--- src/acmc_pkg.sv ---
// constants for the converter mode decoder and calibration sequencer
// assumes one 100 MHz clock; serial pins arrive unsynchronised
package acmc_pkg;
    localparam int CTRL_W = 24;
    localparam int MODE_HI = 23;
    localparam int MODE_LO = 21;
    localparam int CH_BIT = 17;
    localparam int WL_BIT = 15;
    localparam logic [23:0] CTRL_RESET = 24'h000000;
    localparam logic [23:0] COEF_RESET = 24'h000000;
    localparam logic [4:0] WORD_BITS = 5'h18;
    localparam logic [4:0] SHORT_BITS = 5'h10;
    localparam logic [2:0] BG_LAST = 3'h5;
    localparam logic [4:0] PIN_RESET = 5'h06;
    localparam logic [2:0] MODE_NORMAL = 3'h0;
    localparam logic [2:0] MODE_SELF = 3'h1;
    localparam logic [2:0] MODE_SYS_ZERO = 3'h2;
    localparam logic [2:0] MODE_SYS_FULL = 3'h3;
    localparam logic [2:0] MODE_OFFSET = 3'h4;
    localparam logic [2:0] MODE_BACKGROUND = 3'h5;
    localparam logic [2:0] MODE_RW_ZERO = 3'h6;
    localparam logic [2:0] MODE_RW_FULL = 3'h7;
    typedef enum logic [1:0] {SRC_INPUT, SRC_SHORT, SRC_REF} acmc_src_t;
    typedef enum logic [1:0] {PH_CONV, PH_ZERO, PH_FULL} acmc_phase_t;
endpackage

--- src/acmc_control.sv ---
// control word, mode decoder and calibration sequencer of the converter
// assumes the filter pulses measValid once per result for measSrc
//
// Overview of operation
// - mode 000 runs normal conversions and a high-select read returns data.
// - mode 001 self-calibrates the selected channel, then clears the mode.
// - data-ready falls after self-calibration once a valid result is held.
// - self-calibration measures zero on shorted inputs, full on reference.
// - mode 010 zero-calibrates on the input channel, then returns to normal.
// - mode 011 full-calibrates on the input channel, then returns to normal.
// - mode 100 takes zero from the input, full from the reference.
// - mode 101 interleaves calibration, one word per six measurements.
// - background mode refreshes the coefficients with no host action.
// - mode 110 maps high-select transfers onto the zero coefficient.
// - mode 111 maps high-select transfers onto the full coefficient.
// - coefficient transfers are 24 bits and short writes are dropped.
// - low-select transfers reach the control word, 24 bits, extras ignored.
// - data-ready falls on a new word and rises after it is shifted out.
`timescale 1ns/1ns
`default_nettype none
module acmc_control (
    input wire logic clk, // 100 MHz clock
    input wire logic rst, // async reset, high
    input wire logic sclk, // serial clock pin
    input wire logic sdataIn, // serial data pin, input side
    output logic sdataOut, // serial data pin, output side
    output logic sdataOeN, // low while driving serial data
    input wire logic txFrameSyncN, // write frame, low active
    input wire logic rxFrameSyncN, // read frame, low active
    input wire logic registerSelect, // low: control word, high: data/coef
    output logic dataReadyN, // low: new word waiting
    input wire logic measValid, // filter result pulse
    input wire logic [23:0] measData, // filter result
    output acmc_pkg::acmc_src_t measSrc, // what the modulator looks at
    output logic measChannel, // selected input channel
    output logic [23:0] ctrlWord // control word to the analog side
);
    typedef struct packed {
        logic [23:0] ctrl;
        logic [1:0][23:0] zeroCoef;
        logic [1:0][23:0] fullCoef;
        logic [23:0] dataOut;
        logic [23:0] shift;
        logic [4:0] bitCnt;
        logic [4:0] txLen;
        logic rxAct;
        logic txAct;
        logic txData;
        logic readyN;
        acmc_pkg::acmc_phase_t phase;
        logic [2:0] bgSlot;
        logic prevSclk;
        logic prevTfsN;
        logic prevRfsN;
    } acmc_state_t;
    acmc_state_t s_reg, s_next;

    logic [4:0] pins;
    logic sclkS, sdataS, tfsS, rfsS, selS;
    logic ctrlLoad, coefLoad, calDone, publish, txDone;
    logic [2:0] mode, newMode;
    logic ch;

    function automatic acmc_pkg::acmc_phase_t startPhase(logic [2:0] m);
        unique case (m)
            acmc_pkg::MODE_SELF, acmc_pkg::MODE_SYS_ZERO,
            acmc_pkg::MODE_OFFSET: startPhase = acmc_pkg::PH_ZERO;
            acmc_pkg::MODE_SYS_FULL: startPhase = acmc_pkg::PH_FULL;
            default: startPhase = acmc_pkg::PH_CONV;
        endcase
    endfunction

    function automatic acmc_pkg::acmc_src_t srcFor(
        acmc_pkg::acmc_phase_t ph, logic [2:0] m, logic [2:0] slot);
        srcFor = acmc_pkg::SRC_INPUT;
        if (ph == acmc_pkg::PH_ZERO && m == acmc_pkg::MODE_SELF) begin
            srcFor = acmc_pkg::SRC_SHORT;
        end else if (ph == acmc_pkg::PH_FULL && m != acmc_pkg::MODE_SYS_FULL) begin
            srcFor = acmc_pkg::SRC_REF;
        end else if (ph == acmc_pkg::PH_CONV
                && m == acmc_pkg::MODE_BACKGROUND && slot < 3'h2) begin
            srcFor = (slot == 3'h0) ? acmc_pkg::SRC_SHORT : acmc_pkg::SRC_REF;
        end
    endfunction

    acmc_pin_sync #(.W(5), .RST_VAL(acmc_pkg::PIN_RESET)) u_sync (
        .clk(clk),
        .rst(rst),
        .pinIn({sclk, sdataIn, txFrameSyncN, rxFrameSyncN, registerSelect}),
        .pinStable(pins)
    );
    assign {sclkS, sdataS, tfsS, rfsS, selS} = pins;
    assign mode = s_reg.ctrl[acmc_pkg::MODE_HI:acmc_pkg::MODE_LO];
    assign newMode = s_reg.shift[acmc_pkg::MODE_HI:acmc_pkg::MODE_LO];
    assign ch = s_reg.ctrl[acmc_pkg::CH_BIT];

    always_comb begin
        s_next = s_reg;
        ctrlLoad = 1'b0;
        coefLoad = 1'b0;
        calDone = 1'b0;
        publish = 1'b0;
        txDone = 1'b0;
        s_next.prevSclk = sclkS;
        s_next.prevTfsN = tfsS;
        s_next.prevRfsN = rfsS;
        // measurement results steer coefficients or the data register
        if (measValid) begin
            unique case (s_reg.phase)
                acmc_pkg::PH_ZERO: begin
                    s_next.zeroCoef[ch] = measData;
                    if (mode == acmc_pkg::MODE_SYS_ZERO) begin
                        calDone = 1'b1;
                    end else begin
                        s_next.phase = acmc_pkg::PH_FULL;
                    end
                end
                acmc_pkg::PH_FULL: begin
                    s_next.fullCoef[ch] = measData;
                    calDone = 1'b1;
                end
                acmc_pkg::PH_CONV: begin
                    if (mode == acmc_pkg::MODE_BACKGROUND) begin
                        if (s_reg.bgSlot == 3'h0) begin
                            s_next.zeroCoef[ch] = measData;
                        end else if (s_reg.bgSlot == 3'h1) begin
                            s_next.fullCoef[ch] = measData;
                        end
                        publish = (s_reg.bgSlot == acmc_pkg::BG_LAST);
                        s_next.bgSlot = publish ? 3'h0 : s_reg.bgSlot + 3'h1;
                    end else begin
                        publish = 1'b1;
                    end
                end
                default: ;
            endcase
        end
        if (calDone) begin
            s_next.ctrl[acmc_pkg::MODE_HI:acmc_pkg::MODE_LO] =
                acmc_pkg::MODE_NORMAL;
            s_next.phase = acmc_pkg::PH_CONV;
        end
        // write frames
        if (!tfsS && s_reg.prevTfsN && !s_reg.txAct) begin
            s_next.rxAct = 1'b1;
            s_next.bitCnt = 5'h00;
        end
        if (s_reg.rxAct && sclkS && !s_reg.prevSclk
                && s_reg.bitCnt < acmc_pkg::WORD_BITS) begin
            s_next.shift = {s_reg.shift[22:0], sdataS};
            s_next.bitCnt = s_reg.bitCnt + 5'h01;
        end
        if (s_reg.rxAct && tfsS && !s_reg.prevTfsN) begin
            s_next.rxAct = 1'b0;
            if (s_reg.bitCnt == acmc_pkg::WORD_BITS) begin
                ctrlLoad = !selS;
                coefLoad = selS && mode[2] && mode[1];
            end
        end
        if (ctrlLoad) begin
            s_next.ctrl = s_reg.shift;
            s_next.phase = startPhase(newMode);
            s_next.bgSlot = 3'h0;
            if (startPhase(newMode) != acmc_pkg::PH_CONV) begin
                s_next.readyN = 1'b1;
                // a result landing as a cal starts is stale, drop it
                publish = 1'b0;
            end
        end
        if (coefLoad && mode[0]) begin
            s_next.fullCoef[ch] = s_reg.shift;
        end else if (coefLoad) begin
            s_next.zeroCoef[ch] = s_reg.shift;
        end
        // read frames
        if (!rfsS && s_reg.prevRfsN && !s_reg.rxAct) begin
            s_next.txAct = 1'b1;
            s_next.bitCnt = 5'h00;
            s_next.txLen = acmc_pkg::WORD_BITS;
            s_next.txData = 1'b0;
            if (!selS) begin
                s_next.shift = s_reg.ctrl;
            end else if (mode == acmc_pkg::MODE_RW_ZERO) begin
                s_next.shift = s_reg.zeroCoef[ch];
            end else if (mode == acmc_pkg::MODE_RW_FULL) begin
                s_next.shift = s_reg.fullCoef[ch];
            end else begin
                s_next.shift = s_reg.dataOut;
                s_next.txData = 1'b1;
                if (!s_reg.ctrl[acmc_pkg::WL_BIT]) begin
                    s_next.txLen = acmc_pkg::SHORT_BITS;
                end
            end
        end else if (s_reg.txAct && !sclkS && s_reg.prevSclk
                && s_reg.bitCnt < s_reg.txLen) begin
            s_next.shift = {s_reg.shift[22:0], 1'b0};
            s_next.bitCnt = s_reg.bitCnt + 5'h01;
            txDone = s_reg.txData && (s_next.bitCnt == s_reg.txLen);
        end
        if (s_reg.txAct && rfsS && !s_reg.prevRfsN) begin
            s_next.txAct = 1'b0;
        end
        if (txDone) begin
            s_next.readyN = 1'b1;
        end
        if (publish) begin
            s_next.dataOut = measData;
            s_next.readyN = 1'b0;
        end
    end

    always_ff @(posedge clk or posedge rst) begin
        if (rst) begin
            s_reg <= '0;
            s_reg.ctrl <= acmc_pkg::CTRL_RESET;
            s_reg.zeroCoef <= {2{acmc_pkg::COEF_RESET}};
            s_reg.fullCoef <= {2{acmc_pkg::COEF_RESET}};
            s_reg.readyN <= 1'b1;
            s_reg.phase <= acmc_pkg::PH_CONV;
            s_reg.prevSclk <= acmc_pkg::PIN_RESET[4];
            s_reg.prevTfsN <= acmc_pkg::PIN_RESET[2];
            s_reg.prevRfsN <= acmc_pkg::PIN_RESET[1];
        end else begin
            s_reg <= s_next;
        end
    end

    assign sdataOut = s_reg.shift[23];
    assign sdataOeN = ~s_reg.txAct;
    assign dataReadyN = s_reg.readyN;
    assign measSrc = srcFor(s_reg.phase, mode, s_reg.bgSlot);
    assign measChannel = ch;
    assign ctrlWord = s_reg.ctrl;
endmodule // acmc_control
`default_nettype wire

--- src/acmc_pin_sync.sv ---
// three-stage synchroniser; a bit changes once stages two and three agree
// assumes inputs are asynchronous pins
`timescale 1ns/1ns
`default_nettype none
module acmc_pin_sync #(
    parameter int W = 5,
    parameter logic [W-1:0] RST_VAL = '0
) (
    input wire logic clk, // system clock
    input wire logic rst, // async reset, high
    input wire logic [W-1:0] pinIn, // raw pins
    output logic [W-1:0] pinStable // filtered levels
);
    typedef struct packed {
        logic [W-1:0] ff1;
        logic [W-1:0] ff2;
        logic [W-1:0] ff3;
        logic [W-1:0] level;
    } acmc_sync_t;
    acmc_sync_t s_reg, s_next;

    always_comb begin
        s_next = s_reg;
        s_next.ff1 = pinIn;
        s_next.ff2 = s_reg.ff1;
        s_next.ff3 = s_reg.ff2;
        for (int i = 0; i < W; i++) begin
            if (s_reg.ff2[i] == s_reg.ff3[i]) begin
                s_next.level[i] = s_reg.ff2[i];
            end
        end
    end

    always_ff @(posedge clk or posedge rst) begin
        if (rst) begin
            s_reg <= {4{RST_VAL}};
        end else begin
            s_reg <= s_next;
        end
    end

    assign pinStable = s_reg.level;
endmodule // acmc_pin_sync
`default_nettype wire

--- config.mk ---
export PLATFORM = sky130hd
export DESIGN_NAME = acmc_control
export DESIGN_NICKNAME = d
export VERILOG_FILES = /design/src/acmc_pkg.sv /design/src/acmc_control.sv /design/src/acmc_pin_sync.sv
export SDC_FILE = /design/constraint.sdc
export NUM_CORES = 1
export LEC_CHECK = 0
export BUFFER_PORTS_ARGS = -buffer_cell sky130_fd_sc_hd__clkbuf_2
export CORE_AREA = 2 2 149 151
export CTS_BUF_LIST = sky130_fd_sc_hd__clkbuf_16
export DETAILED_ROUTE_END_ITERATION = 7
export DIE_AREA = 0 0 151 153
export PLACE_DENSITY = 0.83
export REMOVE_ABC_BUFFERS = 1
export SETUP_SLACK_MARGIN = 0.02
export SLEW_MARGIN = 0
export SYNTH_ARGS = -nofsm -noshare
export SYNTH_HDL_FRONTEND = slang
export SYNTH_SLANG_ARGS = --single-unit
--- constraint.sdc ---
create_clock -name clk -period 7.5 [get_ports clk]
set_clock_uncertainty 0.15 [all_clocks]
set_input_delay 0.75 -clock clk [delete_from_list [all_inputs] [get_ports clk]]
set_output_delay 0.75 -clock clk [all_outputs]
set_load 0.1 [all_outputs]
Word level (Yosys, flattened, before mapping)
Index checks and enable logic that the tools add are counted.
{"block": "word_totals", "reg_bits": 210, "out_inout_bits": 30, "elab_cells": 179, "in_bits": 32}
{"block": "op_classes", "addsub": 2, "reduce_logical": 51, "n_eq_ne": 22, "muxes": 71, "n_bitwise": 1, "order_cmp": 5}
{"operator": "48-bit 2-to-1 mux", "count": 6}
{"operator": "24-bit 2-to-1 mux", "count": 9}
{"operator": "48-bit bitwise mux", "count": 4}
{"operator": "96-bit 2-to-1 mux", "count": 2}
{"operator": "48-bit one-hot mux with 2 select lines", "count": 2}
{"operator": "29-bit 2-to-1 mux", "count": 3}
{"operator": "5-bit 2-to-1 mux", "count": 5}
{"operator": "24-bit demux with 1-bit select", "count": 1}
{"operator": "1-bit logical AND", "count": 23}
{"operator": "1-bit 2-to-1 mux", "count": 22}
{"operator": "2-bit 2-to-1 mux", "count": 9}
{"operator": "3-bit == test, second input constant", "count": 5}
{"operator": "3-bit nonzero test", "count": 5}
{"operator": "2-bit nonzero test", "count": 7}
{"operator": "3-bit 2-to-1 mux", "count": 4}
{"operator": "3-bit by 1-bit == test with 1-bit output, second input constant", "count": 3}
{"operator": "3-bit by 2-bit == test with 1-bit output, second input constant", "count": 3}
{"operator": "1-bit zero test", "count": 9}
{"operator": "6-bit 2-to-1 mux", "count": 1}
{"operator": "3-bit AND reduction", "count": 2}
{"operator": "5-bit by 1-bit adder with 5-bit output, second input constant", "count": 1}
{"operator": "1-bit == test", "count": 5}
{"operator": "5-bit == test", "count": 1}
{"operator": "5-bit == test, second input constant", "count": 1}
{"operator": "19 further kinds", "count": 19}

Logic depth before layout (Yosys ltp)
{"block": "depth", "ltp_word": 13, "ltp_mapped": 9, "ltp_nobuf": 7}

Modules after synthesis
From an unflattened synthesis, not the netlist that was laid out.
{"block": "hier_totals", "cells_unflattened": 1312, "area_unflattened_um2": 12434.4}
{"module": "acmc_control", "instances": 1, "cells_per_inst": 1281, "area_each_um2": 11826.3, "seq_area_each_um2": 4683.2}
{"module": "acmc_pin_sync", "instances": 1, "cells_per_inst": 31, "area_each_um2": 608.1, "seq_area_each_um2": 510.5}

Worst setup path before layout
OpenSTA, ideal clock, no wires.
{"block": "synth_path", "path_type": "reg2out", "startpoint": "reg s_reg[6] (netlist name)", "endpoint": "out measSrc[1]", "required_time_ps": 6600, "path_buffers": 2, "slack_ps": 4084, "arrival_ps": 2516, "path_stages_with_launch": 6, "cell_sequence": "dfrtp_1 ha_1 clkbuf_1 clkbuf_1 nor4bb_1 a21oi_1"}
{"block": "synth_between", "elab_chain_cells": 6, "elab_cells_between_ends": 10, "cone_classes": "2 x eq/ne; 3 x mux; 5 x reduce/logical"}
{"item": "start: declaration", "line": "acmc_control.sv:56", "source": "acmc_state_t s_reg, s_next;"}
{"item": "start signal: assignment", "line": "acmc_control.sv:224", "source": "s_reg <= s_next;"}
{"item": "2-bit zero test", "line": "acmc_control.sv:80", "source": "end else if (ph == acmc_pkg::PH_CONV"}
{"item": "1-bit logical AND (2 in series)", "line": "acmc_control.sv:81", "source": "&& m == acmc_pkg::MODE_BACKGROUND && slot < 3'h2) begin"}
{"item": "2-bit 2-to-1 mux", "line": "acmc_control.sv:80"}
{"item": "2-bit 2-to-1 mux", "line": "acmc_control.sv:78", "source": "end else if (ph == acmc_pkg::PH_FULL && m != acmc_pkg::MODE_SYS_FULL) begin"}
{"item": "2-bit 2-to-1 mux (*)", "line": "acmc_control.sv:76", "source": "if (ph == acmc_pkg::PH_ZERO && m == acmc_pkg::MODE_SELF) begin"}
{"item": "end: declaration", "line": "acmc_control.sv:34", "source": "output acmc_pkg::acmc_src_t measSrc,"}
Mark *: on every way between the ends. The rest lies on a longest branch, timed or not.

Final worst setup path
{"block": "layout_path", "startpoint": "reg s_reg (netlist bit ctrlWord[17])", "endpoint": "out measChannel"}
{"item": "end: declaration", "line": "acmc_control.sv:35", "source": "output logic measChannel,"}
No word-level cell between the ends.

==> results.cfg <==
[status]
status = complete, no violations

[final_layout]
multi_input_area_mm2 = 0.00563
syn_to_final_growth_pct = 7.07
final_common_cell = dfrtp_1
largest_register_ff_count = 159
drive_gt1_frac = 0.156
antennaDiodeCount = 0
fillCellCount = 1809
fin_area_mm2 = 0.0124
final_cell_mix = dfrtp_1 (195), a22oi_1 (96), nand2_1 (87)
seqCellArea_mm2 = 0.00520
nets = 1207
fin_util = 0.579
final_cells = 1464

[pwr]
pwr-share-seq = 0.497
ir_worst_vdd_uv = 191
swShare = 0.299
power.switching_uw = 812
internal-power_uw = 1910
p_leak_uw = 0.00564
p_total_uw = 2720
comb_power_share = 0.120
clock_power_share = 0.383
powerDensity_mw_per_mm2 = 218

[global_routing]
globalRouteOverflowTotal = 0
grt_pass1_wl_mm = 50.1
grt_antenna_before_repair = 0
grt_max_degree = 114
grt_pass1_vias = 9453
track_usage = 0.270

[worst_setup_path]
crit_path_max_fanout = 51
crit_type = reg2out
cp.required_ns = 6.60
crit_path_end_kind = output pin
crit_chain = buf_4, buf_4, clkbuf_2
worstPathArrival_ns = 2.95
r2r_end = s_reg[99]
reg2reg_depth = 7
regToRegSetupSlack_ns = 3.97
r2r-start = s_reg[6]
startpoint_type = flop
critPathMaxStageDelay_ns = 0.72
critPathSlowestCell = dfrtp_4
path_common_cell = buf_4

[die]
pin_count = 62
die_x_um = 151
die_h_um = 153
initial_core_util = 0.541
core_area_mm2 = 0.0215
dieArea_mm2 = 0.0231
rows = 54

[synth]
synthXorXnorAreaFrac = 0.00301
syn-cell-area_mm2 = 0.0116
synth-main-ff-cell = dfrtp_1
synth_mux_area_frac = 0.119
yosysSeqAreaShare = 0.447
yosys_warnings = 0
async_reset_ff_frac = 1.00
synthAdderAreaFrac = 0.0118
synth_edf_count = 0
synth-seq-cells = 207
yosys.area.top_type = dfrtp_1
postSynthCellCount = 1198
synth_top_family_by_area = compound AO/OA/AOI/OAI gates
synth_compound_area_frac = 0.242
synth-simple-area-share = 0.105
postSynthAreaPerCell_um2 = 9.70
yosysUniqueCellTypes = 67
synth_top_area_share = 0.422
synth_area_leaders = dfrtp_1 (42%), mux2i_1 (6.5%), a22oi_1 (6.2%)

[timing]
fin_crit_sh = 0.514
grt_setup_unrepaired = false
worst_pin_slew_ns = 1.24
fmax_ghz = 0.259
finalSetupViolations = 0
fin_crit_ns = 3.85
report.final.hold_viol_count = 0
report.final.slew_viol_count = 0
timing.slew.headroom = 0.174
holdWs_ns = 0.178

[clocking]
ctsHoldBuffers = 0
cts_setup_buffers = 0
cts_root_buffer = clkbuf_16
htreeDepth = 1
cts_buffer_depth = 3
clock_latency_ns = 0.51
cts_sinks = 207
cts_buffers = 22
ctsResizeCount = 0
cts_tree = built
clk_pin_slew_worst_paths_ns = 0.06

[drt]
ant_nets = 0
routed_wl_mm = 31.3
drt-initial-drc-count = 1132
firstDrtPassIters = 6
post_drt_wl_per_cell_um = 21.4
drc = 0
avgViaCountPerCell = 6.65
num_vias = 9739

[worst_hold_path]
min_delay_path_depth = 1
hold_path_startpoint = rxFrameSyncN
hold_end = u_sync.s_next[11]
worstHoldPathType = in2reg

[placed_design]
dpl.cell_count = 1424
finalWeightedCongestion = 0.799
hpwl_mm = 17.7
io_buffers = 61
dpl_cell_area_mm2 = 0.0118

[flow_run]
cap_violations = 0
==> worst max path at each step <==
| stage | start | endpoint | cells after the start |
|---|---|---|---|
| after floorplan | ctrlWord[17] | s_reg[142] | 4 |
| after global placement | measValid | s_reg[94] | 7 |
| after detailed placement | measValid | s_reg[103] | 7 |
| after CTS | ctrlWord[17] | measChannel | 3 |
| after global routing | ctrlWord[17] | measChannel | 3 |
| final | ctrlWord[17] | measChannel | 3 |
==> critical path: cells and delay by family (launching register included) <==
family                 cells  cell delay [ns]
buffers and inverters      3             1.70
flip-flops                 1             0.72
==> power groups by stage <==
stage / combinational (uW) / clock (uW) / sequential (uW)
floorplan: 221 / 0 / 1320
global placement: 311 / 0 / 1360
detailed placement: 324 / 0 / 1360
CTS: 325 / 1050 / 1340
global route: 357 / 1090 / 1360
finish: 327 / 1040 / 1350
==> metal layers <==
| layer | track usage | part of all wire | vias up |
|---|---|---|---|
| li1 | - | - | 4345 |
| met1 | 0.373 | 0.41 | 4796 |
| met2 | 0.430 | 0.48 | 526 |
| met3 | 0.0430 | 0.082 | 72 |
| met4 | 0.0970 | 0.026 | 0 |
| met5 | 0 | 0 | - |
==> synth_stat cells, drive strengths merged, types with 29 or more instances <==
cell type / instances
a22oi: 96
nand3: 35
dfrtp: 196
buf: 73
a21oi: 56
clkbuf: 62
nor2: 80
o21ai: 80
mux2i: 76
a31oi: 44
nand2: 90
inv: 34
o211ai: 29
mux2: 45
==> metrics by stage <==
stage                     TNS, ns  worst slack, ns
after detailed placement        0             3.62
final                           0             3.65
after CTS                       0             3.67
after global placement          0             3.71
after global routing            0             3.50
after floorplan            -20.12           -0.939
==> kinds of logic (layout without fill, tap and decap cells) <==
group,count (synthesis),count (layout)
AOI/OAI and AO/OA,419,419
xor gates and xnor gates,4,4
adders and majority gates,12,12
buffers and inverters,169,155
DFF,207,207
muxes,123,123
and+or+nand+nor,264,264
==> final cells by class <==
type	instances	area share
multi-input combinational	822	0.453
sequential	207	0.418
clock buffer	23	0.0462
timing repair buffer	81	0.0366
tap	280	0.0281
inverter	34	0.0109
clock inverter	17	0.00814
Note: power is estimated with default switching activity, not from simulation.
